==> src/hw/sosm_pkg.sv <==
// Package for the sensor output state machine: constants, types and states
package sosm_pkg;

    // Clock and timing
    localparam int CLK_HZ = 20000000;
    localparam int HOLD_DIM_MS = 1000;
    localparam int HOLD_DIM_CYCLES = (CLK_HZ / 1000) * HOLD_DIM_MS;
    localparam int ZOOM_RATE_HZ = 60;
    localparam int ZOOM_TICK_CYCLES = CLK_HZ / ZOOM_RATE_HZ;

    // Default dwell length in sample ticks and default duty step
    localparam int DWELL_TICKS_DEF = 600;
    localparam int DUTY_W = 8;
    localparam logic [DUTY_W-1:0] DUTY_FULL = 8'hff;
    localparam logic [DUTY_W-1:0] DUTY_STEP_DEF = 8'h04;
    localparam logic [DUTY_W-1:0] DUTY_PWM_DEF = 8'h40;

    // Reset values
    localparam logic [DUTY_W-1:0] DUTY_RST = 8'h00;

    // Sensor channel numbers
    localparam logic [1:0] CH_TOUCH = 2'h0;
    localparam logic [1:0] CH_PIR = 2'h1;
    localparam logic [1:0] CH_INDUCTIVE = 2'h2;

    // Output states
    typedef enum logic [1:0] {
        ST_IDLE,
        ST_PWM,
        ST_ON
    } sosm_state_type;

    // Sensor event bundle
    typedef struct packed {
        logic movement;
        logic prox;
        logic touch;
        logic metal_enter;
        logic metal_exit;
        logic coil_touch;
    } sosm_events_type;

    // Output driver and sensing mode configuration, held in nonvolatile storage
    typedef struct packed {
        logic open_drain;
        logic active_low;
        logic pwm_enable;
        logic metal_mode;
        logic coil_reject_en;
    } sosm_cfg_type;

endpackage : sosm_pkg

==> src/hw/sosm_top.sv <==
// Output state machine of a movement, touch and metal sensing device
`timescale 1ns/1ps

module sosm_top #(
    parameter int DWELL_TICKS = sosm_pkg::DWELL_TICKS_DEF,
    parameter int HOLD_CYCLES = sosm_pkg::HOLD_DIM_CYCLES,
    parameter int ZOOM_CYCLES = sosm_pkg::ZOOM_TICK_CYCLES
) (
    input wire logic CLK_I,
    input wire logic SRST_I,
    input wire logic SAMPLE_TICK_I,
    input wire sosm_pkg::sosm_events_type EVENTS_I,
    input wire logic TOUCH_LEVEL_I,
    input wire sosm_pkg::sosm_cfg_type CFG_I,
    input wire logic [sosm_pkg::DUTY_W-1:0] DUTY_STEP_I,
    input wire logic [sosm_pkg::DUTY_W-1:0] DUTY_PWM_I,
    output logic OUT_O,
    output logic OUT_OE_O,
    output logic FAST_SAMPLE_O,
    output logic ZOOM_TICK_O,
    output logic [1:0] STATE_O,
    output logic [sosm_pkg::DUTY_W-1:0] DUTY_O
);
    import sosm_pkg::*;

    localparam int DW_W = $clog2(DWELL_TICKS + 1);
    localparam int HD_W = $clog2(HOLD_CYCLES + 1);
    localparam int ZM_W = $clog2(ZOOM_CYCLES + 1);

    sosm_state_type state_ff;
    sosm_state_type nxt_state;
    logic [DW_W-1:0] dwell_ff;
    logic [HD_W-1:0] hold_ff;
    logic [ZM_W-1:0] zoom_ff;
    logic [DUTY_W-1:0] duty_ff;
    logic [DUTY_W-1:0] pwm_cnt_ff;
    logic dim_down_ff;
    logic dimming_ff;
    logic fast_ff;
    logic touch_ev;
    logic metal_in;
    logic drive_level;

    // Touch on the coil suppresses the metal response when rejection is enabled
    assign metal_in = EVENTS_I.coil_touch & CFG_I.coil_reject_en;
    assign touch_ev = EVENTS_I.touch & ~CFG_I.metal_mode;

    // Next output state
    always_comb begin
        nxt_state = state_ff;
        unique case (state_ff)
            ST_IDLE: begin
                if (CFG_I.metal_mode && EVENTS_I.metal_exit && !metal_in) begin
                    nxt_state = ST_ON;
                end else if (touch_ev) begin
                    nxt_state = ST_ON;
                end else if (EVENTS_I.movement) begin
                    nxt_state = ST_PWM;
                end
            end
            ST_PWM: begin
                if (CFG_I.metal_mode && EVENTS_I.metal_exit && !metal_in) begin
                    nxt_state = ST_ON;
                end else if (touch_ev) begin
                    nxt_state = ST_ON;
                end else if (!EVENTS_I.movement && SAMPLE_TICK_I && dwell_ff == DW_W'(1)) begin
                    nxt_state = ST_IDLE;
                end
            end
            ST_ON: begin
                if (CFG_I.metal_mode && EVENTS_I.metal_enter && !metal_in) begin
                    nxt_state = ST_IDLE;
                end else if (touch_ev) begin
                    nxt_state = ST_IDLE;
                end
                // Movement has no effect here
            end
        endcase
    end

    // State register
    always_ff @(posedge CLK_I) begin
        if (SRST_I) begin
            state_ff <= ST_IDLE;
        end else begin
            state_ff <= nxt_state;
        end
    end

    // Dwell timer, reloaded on movement outside ST_ON, counts sample ticks
    always_ff @(posedge CLK_I) begin
        if (SRST_I) begin
            dwell_ff <= '0;
        end else if (EVENTS_I.movement && state_ff != ST_ON) begin
            dwell_ff <= DW_W'(DWELL_TICKS);
        end else if (state_ff == ST_PWM && SAMPLE_TICK_I && dwell_ff != '0) begin
            dwell_ff <= dwell_ff - DW_W'(1);
        end
    end

    // Held-touch timer for dimming
    always_ff @(posedge CLK_I) begin
        if (SRST_I || !TOUCH_LEVEL_I || state_ff != ST_ON) begin
            hold_ff <= '0;
            dimming_ff <= 1'b0;
        end else if (hold_ff < HD_W'(HOLD_CYCLES)) begin
            hold_ff <= hold_ff + HD_W'(1);
        end else begin
            dimming_ff <= 1'b1;
        end
    end

    // Duty ramp on sample ticks while dimming
    always_ff @(posedge CLK_I) begin
        if (SRST_I) begin
            duty_ff <= DUTY_RST;
            dim_down_ff <= 1'b1;
        end else if (state_ff != ST_ON || nxt_state == ST_IDLE) begin
            duty_ff <= DUTY_FULL;
            dim_down_ff <= 1'b1;
        end else if (dimming_ff && TOUCH_LEVEL_I && SAMPLE_TICK_I) begin
            if (dim_down_ff) begin
                if (duty_ff <= DUTY_STEP_I) begin
                    duty_ff <= '0;
                    dim_down_ff <= 1'b0;
                end else begin
                    duty_ff <= duty_ff - DUTY_STEP_I;
                end
            end else begin
                if (duty_ff >= DUTY_FULL - DUTY_STEP_I) begin
                    duty_ff <= DUTY_FULL;
                end else begin
                    duty_ff <= duty_ff + DUTY_STEP_I;
                end
            end
        end
    end

    // Fast sampling mode on proximity outside metal mode, left on a state change while the touch level is low
    always_ff @(posedge CLK_I) begin
        if (SRST_I) begin
            fast_ff <= 1'b0;
        end else if (EVENTS_I.prox && !CFG_I.metal_mode) begin
            fast_ff <= 1'b1;
        end else if (!TOUCH_LEVEL_I && nxt_state != state_ff) begin
            fast_ff <= 1'b0;
        end
    end

    // Fast sampling tick generator at 60 Hz
    always_ff @(posedge CLK_I) begin
        if (SRST_I || !fast_ff) begin
            zoom_ff <= '0;
            ZOOM_TICK_O <= 1'b0;
        end else if (zoom_ff >= ZM_W'(ZOOM_CYCLES - 1)) begin
            zoom_ff <= '0;
            ZOOM_TICK_O <= 1'b1;
        end else begin
            zoom_ff <= zoom_ff + ZM_W'(1);
            ZOOM_TICK_O <= 1'b0;
        end
    end

    // PWM carrier counter
    always_ff @(posedge CLK_I) begin
        if (SRST_I) begin
            pwm_cnt_ff <= '0;
        end else begin
            pwm_cnt_ff <= pwm_cnt_ff + DUTY_W'(1);
        end
    end

    // Output level before polarity and driver style
    always_comb begin
        drive_level = 1'b0;
        unique case (state_ff)
            ST_IDLE: drive_level = 1'b0;
            ST_PWM: drive_level = CFG_I.pwm_enable ? (pwm_cnt_ff < DUTY_PWM_I) : 1'b1;
            ST_ON: drive_level = (duty_ff == DUTY_FULL) || (pwm_cnt_ff < duty_ff);
        endcase
    end

    // Output pin register with polarity and open-drain handling
    always_ff @(posedge CLK_I) begin
        if (SRST_I) begin
            OUT_O <= 1'b0;
            OUT_OE_O <= 1'b0;
            FAST_SAMPLE_O <= 1'b0;
            STATE_O <= 2'h0;
            DUTY_O <= DUTY_RST;
        end else begin
            OUT_O <= drive_level ^ CFG_I.active_low;
            OUT_OE_O <= CFG_I.open_drain ? ((drive_level ^ CFG_I.active_low) == 1'b0) : 1'b1;
            FAST_SAMPLE_O <= fast_ff;
            STATE_O <= state_ff;
            DUTY_O <= (state_ff == ST_ON) ? duty_ff : ((state_ff == ST_PWM) ? DUTY_PWM_I : DUTY_RST);
        end
    end

endmodule : sosm_top

==> config.mk <==
export PLATFORM = sky130hd
export DESIGN_NAME = sosm_top
export DESIGN_NICKNAME = d
export VERILOG_FILES = /design/src/hw/sosm_pkg.sv /design/src/hw/sosm_top.sv
export SDC_FILE = /design/constraint.sdc
export NUM_CORES = 1
export LEC_CHECK = 0
export BUFFER_PORTS_ARGS = -buffer_cell sky130_fd_sc_hd__buf_2
export CORE_AREA = 3 3 117 119
export DETAILED_ROUTE_END_ITERATION = 6
export DIE_AREA = 0 0 120 122
export SYNTH_ARGS = -nofsm -noshare
export SYNTH_HDL_FRONTEND = slang
export SYNTH_SLANG_ARGS = --single-unit
==> constraint.sdc <==
create_clock -name CLK_I -period 2.8 [get_ports CLK_I]
set_input_delay 0.56 -clock CLK_I [delete_from_list [all_inputs] [get_ports CLK_I]]
set_output_delay 0.56 -clock CLK_I [all_outputs]
set_load 0.01 [all_outputs]
# Yosys cells after proc, flatten, opt, wreduce, memory -nomap -nowiden
# Index checks and enable logic that the tools add are counted.
[op_classes] n_addsub=7 magnitude_cmp=6 n_eq_ne=6 muxes=26 bitwise=5 n_reduce_logical=32
[ops] operator="$mux W8" count=7
[ops] operator="$add A25 B1 Y25 const B" count=1
[ops] operator="$lt A25 B25 Y1 const B" count=1
[ops] operator="$mux W10" count=2
[ops] operator="$add A19 B1 Y19 const B" count=1
[ops] operator="$ge A19 B19 Y1 const B" count=1
[ops] operator="$lt A8 B8 Y1" count=2
[ops] operator="$mux W2" count=8
[ops] operator="$logic_and A1 B1 Y1" count=13
[ops] operator="$eq A10 B1 Y1 const B" count=1
[ops] operator="$reduce_bool A10 Y1" count=1
[ops] operator="$sub A10 B1 Y10 const B" count=1
[ops] operator="$add A8 B1 Y8 const B" count=1
[ops] operator="$add A8 B8 Y8" count=1
[ops] operator="$eq A8 B8 Y1 const B" count=1
[ops] operator="$ge A8 B8 Y1" count=1
[ops] operator="$le A8 B8 Y1" count=1
[ops] operator="$sub A8 B8 Y8" count=1
[ops] operator="$sub A8 B8 Y8 const A" count=1
[ops] operator="$mux W1" count=7
[ops] operator="$pmux W2 S3" count=1
[ops] operator="$reduce_bool A2 Y1" count=3
[ops] operator="$reduce_or A2 Y1" count=3
[ops] operator="$logic_not A1 Y1" count=5
[ops] operator="other kinds (10)" count=17
[word_totals] ff_bits=89 in_bits=31 word_cells=98

# Logic depth before layout (Yosys ltp)
# Gate-level depths: netlist of the first run.
[depth] ltp_word=11 mapped_depth=11 ltp_nobuf=10

# Worst setup path before layout of the first run
# Ideal clock, no wire load.
[synth_timing] kind="in2reg" start="input DUTY_STEP_I[2] in the netlist's numbering" end="register duty_ff[6]" setup_ps=140 arrival_ps=2472 required_time_ps=2660 path_slack_ps=188 stages=9 path_buffers=1 path_cell_list="inv_1 -> ha_1 -> clkbuf_1 -> inv_1 -> o21a_1 -> a2111oi_2 -> o22ai_1 -> a211oi_1 -> a221oi_1"
[synth_between] elab_chain_cells=6 word_cells_on_any_way=10 classes_between="3 x add/sub; 2 x order compare; 5 x mux"
[synth_lines] item="start: declaration" line_no="sosm_top.sv:15" rtl="input wire logic [sosm_pkg::DUTY_W-1:0] DUTY_STEP_I,"
[synth_lines] item="$sub A8 B8 Y8" line_no="sosm_top.sv:130" rtl="if (duty_ff >= DUTY_FULL - DUTY_STEP_I) begin"
[synth_lines] item="$ge A8 B8 Y1" line_no="sosm_top.sv:130"
[synth_lines] item="$mux W8" line_no="sosm_top.sv:130"
[synth_lines] item="$mux W8 *" line_no="sosm_top.sv:122" rtl="if (dim_down_ff) begin"
[synth_lines] item="$mux W8 *" line_no="sosm_top.sv:121" rtl="end else if (dimming_ff && TOUCH_LEVEL_I && SAMPLE_TICK_I) begin"
[synth_lines] item="$mux W8 *" line_no="sosm_top.sv:118" rtl="end else if (state_ff != ST_ON || nxt_state == ST_IDLE) begin"
[synth_lines] item="end signal: assignment" line_no="sosm_top.sv:127" rtl="duty_ff <= duty_ff - DUTY_STEP_I;"
[synth_lines] item="end signal: assignment" line_no="sosm_top.sv:133" rtl="duty_ff <= duty_ff + DUTY_STEP_I;"
[synth_lines] item="end: declaration" line_no="sosm_top.sv:35" rtl="logic [DUTY_W-1:0] duty_ff;"
# Every way passes the cells marked *; elsewhere a longest branch is shown, timed or not. The select of a mux whose other input is x is not followed.
# A chain may end at the register's enable or synchronous reset.

# Worst setup path after layout of the first run
[layout_timing] start="register duty_ff[0]" end="register duty_ff[5]"
[layout_between] elab_chain_cells=5 word_cells_on_any_way=9 classes_between="2 x add/sub; 2 x order compare; 5 x mux"
[layout_lines] item="$add A8 B8 Y8, or another cell as far along" line_no="sosm_top.sv:133"
[layout_lines] item="$mux W8 (on tied branches)" line_no="sosm_top.sv:130, sosm_top.sv:123"
[layout_lines] item="$mux W8 *" line_no="sosm_top.sv:122"
[layout_lines] item="$mux W8 *" line_no="sosm_top.sv:121"
[layout_lines] item="$mux W8 *" line_no="sosm_top.sv:118"
# Marked as above.

==> run metrics, run 1 <==
final worst slack between 150 and 200 ps; Critical Path AT 2820 ps; 1st-pass router iterations 5; Yosys warnings 0; Worst Path Max Fanout 12; busiest grt layer met2; clk buf depth 2; unrepaired setup endpoints after global routing no; Req. time, crit path around 3000 ps; Final Slew Violations 0; TritonCTS buffer count 9; met2 usage 29.2%; Post-CTS Hold Fix Bufs 0; CTS root buffer clkbuf_16; status complete, no violations; GR Overflow Total 0; first-pass GRT wire length 21.9 mm; die area around 15000 um^2; fin nets 782; hold_ws 475 ps; Crit Path Class reg2reg; part of the cycle the worst path needs between 90% and 100%; Worst setup EP type flip-flop; Vias 4909; # fillers 1263; GR Util met1 24.7%; fraction of synthesized area in multiplexers 0.788%; worst rel slew slack 52.7%; final instance area 6160 um^2; WL final 12.9 mm; Setup Skew 11.3 ps; antenna violations before repair 0; synthesized area around 5400 um^2; Initial Util a little over two fifths; main combinational cell family by area after synthesis simple AND/OR/NAND/NOR gates; clock slew at reported path FFs 70 ps; Cell Pwr Density roughly 500 nW/um^2; GPL Wtd Cong 0.965; placed insts 870; DP HPWL 9.68 mm; Synth Area in Simple Gates 23.7%; post-synthesis adder-cell area fraction 10.0%; post-synthesis sequential area ratio 33.0%; Synthesized Nets 734; Post-Syn Area per Cell 8.16 um^2; TNS Setup 0 ps; Core Area 12700 um^2; Worst VDD drop 0.284 mV; M3 GR Usage 3.02%; synth unique cells 66; Post-Synthesis Cells 661; placed standard-cell area 5880 um^2; max capacitance violation total 0; largest net degree at the start of global routing 34; Leak Pwr roughly 2.5 nW; Worst Hold Class reg2reg; dominant synthesized flop cell dfxtp_1; io pins 45; Synth async-reset ratio 0%; # rows 41; # port buffers 44; EDFF count, synth 0; actual slew at the worst max-slew pin 709 ps; pre-CTS setup slack between 100 and 150 ps; CTS sink count 89; H-Tree Depth 3; max frequency 382 MHz; post-route antenna net violation count 0; Final Hold Viols 0; FF+latch count, synth roughly 90; GRT Total Usage 18.0%; Skew-Pair Late Insertion Delay between 300 and 400 ps; DIE WIDTH 120 um; Synth Area in Compound Gates 21.8%; number of global-route vias before repair 4702; Syn-to-layout area delta 14.1%; Total Power about 3.1 mW; Final Setup Violations 0; via/cell ratio between 5 and 6; ant diodes 0; minimum clock period approximately 2600 ps; CTS tree done; Startpoint Class flip-flop; utilization after layout 48.6%; # DRC 0; Iteration-0 DRC Markers between 200 and 250; fraction of layout cells with a size suffix above 1 13.6%; wire per inst 14.6 um; Non-Filler Instances 886; Die Y 122 um; Post-Synth XOR/XNOR Area 5.03%
[placed cells by master (no fill, tap or decap), drive strengths merged, types with 19 or more instances in the layout]
master,Yosys,final
dfxtp,89,89
buf,1,63
inv,54,56
nor2,52,52
a21oi,51,51
nand2,40,40
ha,40,40
nor3,29,29
nand3,27,27
o21ai,26,26
and3,20,20
xor2,19,19
[area by class of cell]
cell class / count / area (um^2) / share of cell area (%)
multi-input cells: 492 / 3320 / 53.9
repair buffers: 63 / 363 / 5.89
flip-flops and latches: 89 / 1780 / 28.9
well taps: 172 / 215 / 3.50
clock inverters: 7 / 52.6 / 0.853
inverters: 54 / 203 / 3.29
clock buffers: 9 / 225 / 3.66
[cell families (layout without fill, tap and decap cells)]
group           Yosys count  in the layout
fa+ha+maj                42             42
buf+inv                  80            133
flops                    89             89
mux                       4              4
xor+xnor                 31             31
compound gates          174            174
simple gates            241            241
[report_power, final]
part / internal (mW) / switching [mW] / leakage, nW
Combinational: 0.245 / 0.353 / 1.59
Sequential: 1.31 / 0.0396 / 0.724
Clock: 0.608 / 0.526 / 0.136
[repair_timing]
item | 4_1_cts | 5_1_grt
endpoints found under the setup margin | 0 | 1
resized for setup | 0 | 1
setup buffers | 0 | 0
[synth_stat cells (all sizes together) (5+ instances only)]
master | number | area, um^2
dfxtp | 89 | 1780
inv | 54 | 203
nor2 | 52 | 198
a21oi | 51 | 255
ha | 40 | 500
nand2 | 40 | 150
nor3 | 29 | 150
nand3 | 27 | 135
o21ai | 26 | 130
clkbuf | 25 | 93.8
and3 | 20 | 125
xor2 | 19 | 166
o31ai | 14 | 105
or4 | 14 | 110
nand4 | 12 | 75.1
xnor2 | 12 | 105
or3 | 11 | 68.8
a31oi | 9 | 56.3
nor2b | 9 | 56.3
a211oi | 8 | 60.1
o211ai | 7 | 52.6
o21a | 6 | 45.0
a21boi | 5 | 37.5
a221oi | 5 | 43.8
a22oi | 5 | 37.5
nand2b | 5 | 31.3
nor3b | 5 | 37.5
o22ai | 5 | 31.3
o2bb2ai | 5 | 43.8
[critical path, cell delays in order (launching register included)]
cell      delay (ps)
dfxtp_1          410
inv_1            150
ha_1             180
inv_1             60
fa_1             420
a21oi_2          180
o211ai_1         140
o211ai_1         190
buf_4            210
o32ai_1          100
a221oi_1         310
a221oi_1         110
[worst paths after layout]
| check | start | depth (start not counted) | endpoint | slack [ps] |
|---|---|---|---|---|
| max reg2reg | duty_ff[0] | 11 | duty_ff[5] | 180 |
| min | hold_ff[21] | 2 | hold_ff[21] | 480 |
| max | duty_ff[0] | 11 | duty_ff[5] | 180 |
| min reg2reg | hold_ff[21] | 2 | hold_ff[21] | 480 |
[routing by layer]
layer	part of all wire (%)	vias to the layer above
met4	1.6	0
met3	3.4	18
met2	45	80
met1	50	2305
li1	-	2506
met5	0	-
[sequential cells by signal (all words and copies together) (netlist names), 2 cells and up]
signal	count
pwm_cnt_ff	8
state_ff	2
hold_ff	25
dwell_ff	10
zoom_ff	19
duty_ff	8
DUTY_O	8
STATE_O	2
No activity file was read; power rests on OpenSTA's default activity.
==> run 2: changes to the inputs <==
--- a/config.mk
+++ b/config.mk
@@ -6,9 +6,10 @@
 export NUM_CORES = 1
 export LEC_CHECK = 0
 export BUFFER_PORTS_ARGS = -buffer_cell sky130_fd_sc_hd__buf_2
-export CORE_AREA = 3 3 117 119
+export CORE_AREA = 3 3 104 106
 export DETAILED_ROUTE_END_ITERATION = 6
-export DIE_AREA = 0 0 120 122
+export DIE_AREA = 0 0 107 109
+export PLACE_DENSITY = 0.72
 export SYNTH_ARGS = -nofsm -noshare
 export SYNTH_HDL_FRONTEND = slang
 export SYNTH_SLANG_ARGS = --single-unit
==> run metrics, run 2 (same netlist as run 1, synthesis figures left out) <==
CTS root buffer clkbuf_8; TritonCTS buffer count 9 (unchanged); # port buffers 44 (unchanged); ant diodes 0 (unchanged); Iteration-0 DRC Markers 265 (+6.4%); fin nets 783 (+0.13%); Crit Path Class reg2reg; worst rel slew slack 54.0% (+1.3 points); die area 11700 um^2 (-20%); Skew-Pair Late Insertion Delay 370 ps (+30 ps); leading cell type in the layout, fill and taps excluded dfxtp_1; clock power share 31.4% (-5.4 points); Cell Pwr Density 471 nW/um^2 (-5.9%); Worst Path Max Fanout 5 (-7); Logic pwr share 21.2% (+1.8 points); largest net degree at the start of global routing 34 (unchanged); DP HPWL 9.50 mm (-1.9%); Total Power 2.84 mW (-7.9%); Top reg by flops hold_ff; Final Hold Viols 0 (unchanged); Req. time, crit path 3040 ps (+40 ps); Critical Path AT 2800 ps (-20 ps); fraction of layout cells with a size suffix above 1 13.4% (-0.16 points); Core Area 9860 um^2 (-22%); Largest regs hold_ff x25, zoom_ff x19, dwell_ff x10; first-pass GRT wire length 21.9 mm (about the same); Post-CTS Hold Fix Bufs 0 (unchanged); actual slew at the worst max-slew pin 690 ps (-19.0 ps); clk buf depth 2 (unchanged); # rows 36 (-12%); Syn-to-layout area delta 11.7%; max frequency 392 MHz (+2.6%); 1st-pass router iterations 5 (unchanged); most frequent cells in the layout 89 x dfxtp_1, 54 x inv_1, 51 x a21oi_1, 51 x nor2_1, 44 x buf_2; Setup Skew 15.0 ps (+3.72 ps); Worst Hold Class in2reg; TNS Setup 0 ps (unchanged); CTS tree done; Seq pwr share 47.4% (+3.6 points); count of cells resized by post-cts repair 0 (unchanged); status complete, no violations; Worst setup EP type flip-flop; # DRC 0 (unchanged); setup bufs post-CTS 0 (unchanged); Final Slew Violations 0 (unchanged); max capacitance violation total 0 (unchanged); Initial Util 54.7% (+12 points); post-route antenna net violation count 0 (unchanged); GPL Wtd Cong 0.966 (about the same); minimum clock period 2550 ps (-65.3 ps); clock slew at reported path FFs 90 ps (+20 ps); Worst VDD drop 0.403 mV (+42%); Die Y 109 um (-11%); H-Tree Depth 3 (unchanged); GR Overflow Total 0 (unchanged); CTS sink count 89 (unchanged); utilization after layout 61.1% (+13 points); unrepaired setup endpoints after global routing no; Psw 865 uW (-5.8%); switch share 30.5% (+0.65 points); Vias 4960 (+1.0%); part of the cycle the worst path needs 91.2% (-2.3 points); Leak Pwr 2.42 nW (-1.4%); Internal 1.97 mW (-8.7%); GRT Total Usage 23.1% (+5.0 points); wire per inst 15.1 um (+3.3%); number of global-route vias before repair 4723 (+0.45%); Final Setup Violations 0 (unchanged); io pins 45 (unchanged); via/cell ratio 5.85 (+5.6%); DIE WIDTH 107 um (-11%); Largest register FFs 25 (unchanged); antenna violations before repair 0 (unchanged); Startpoint Class flip-flop; WL final 12.8 mm (-1.1%)
run 2: area by class of cell:
cell class	count	area (um^2)
tap	133	166
inverter	54	203
timing repair buffer	64	370
sequential	89	1780
clock inverter	6	67.6
multi-input combinational	492	3310
fill	848	3830
clock buffer	10	128
run 2: worst paths after layout:
kind | slack [ps] | cells after the start | end | from
min | 440 | 3 | DUTY_O[6] | DUTY_PWM_I[6]
max | 250 | 11 | duty_ff[5] | duty_ff[0]
min reg2reg | 480 | 2 | hold_ff[1] | hold_ff[1]
max reg2reg | 250 | 11 | duty_ff[5] | duty_ff[0]
run 2: metrics by stage:
step           setup slack [ps]  hold WS [ps]  instance area, um^2  instances
2_1_floorplan               188           428                 5400        661
3_3_place_gp                184           456                 5830        832
3_5_place_dp                166           466                 5830        832
4_1_cts                     267           414                 6030        848
5_1_grt                    61.8           438                 6030        848
6_report                    246           439                 6030        848
run 2: critical path, stage by stage, from the launching register on:
cell and delay, ps:
dfxtp_1 410, inv_1 140, ha_1 180, inv_1 60
fa_1 390, a21oi_1 200, o211ai_1 140, o211ai_1 250
buf_4 170, o32ai_1 70, a221oi_1 310, a221oi_1 110
run 2: power groups by stage:
stage	Clock, mW	Sequential, mW	Combinational, mW
2_1_floorplan	0	1.37	0.404
3_3_place_gp	0	1.37	0.578
3_5_place_dp	0	1.38	0.586
4_1_cts	0.920	1.35	0.593
5_1_grt	0.968	1.35	0.665
6_report	0.890	1.35	0.602
run 2: per-layer routing:
metal | up-vias | routed length [um] | track usage, %
met5 | - | 0 | 0
met4 | 0 | 126 | 5.84
met3 | 11 | 553 | 5.39
met2 | 114 | 6150 | 38.3
met1 | 2334 | 5970 | 30.4
li1 | 2501 | - | -
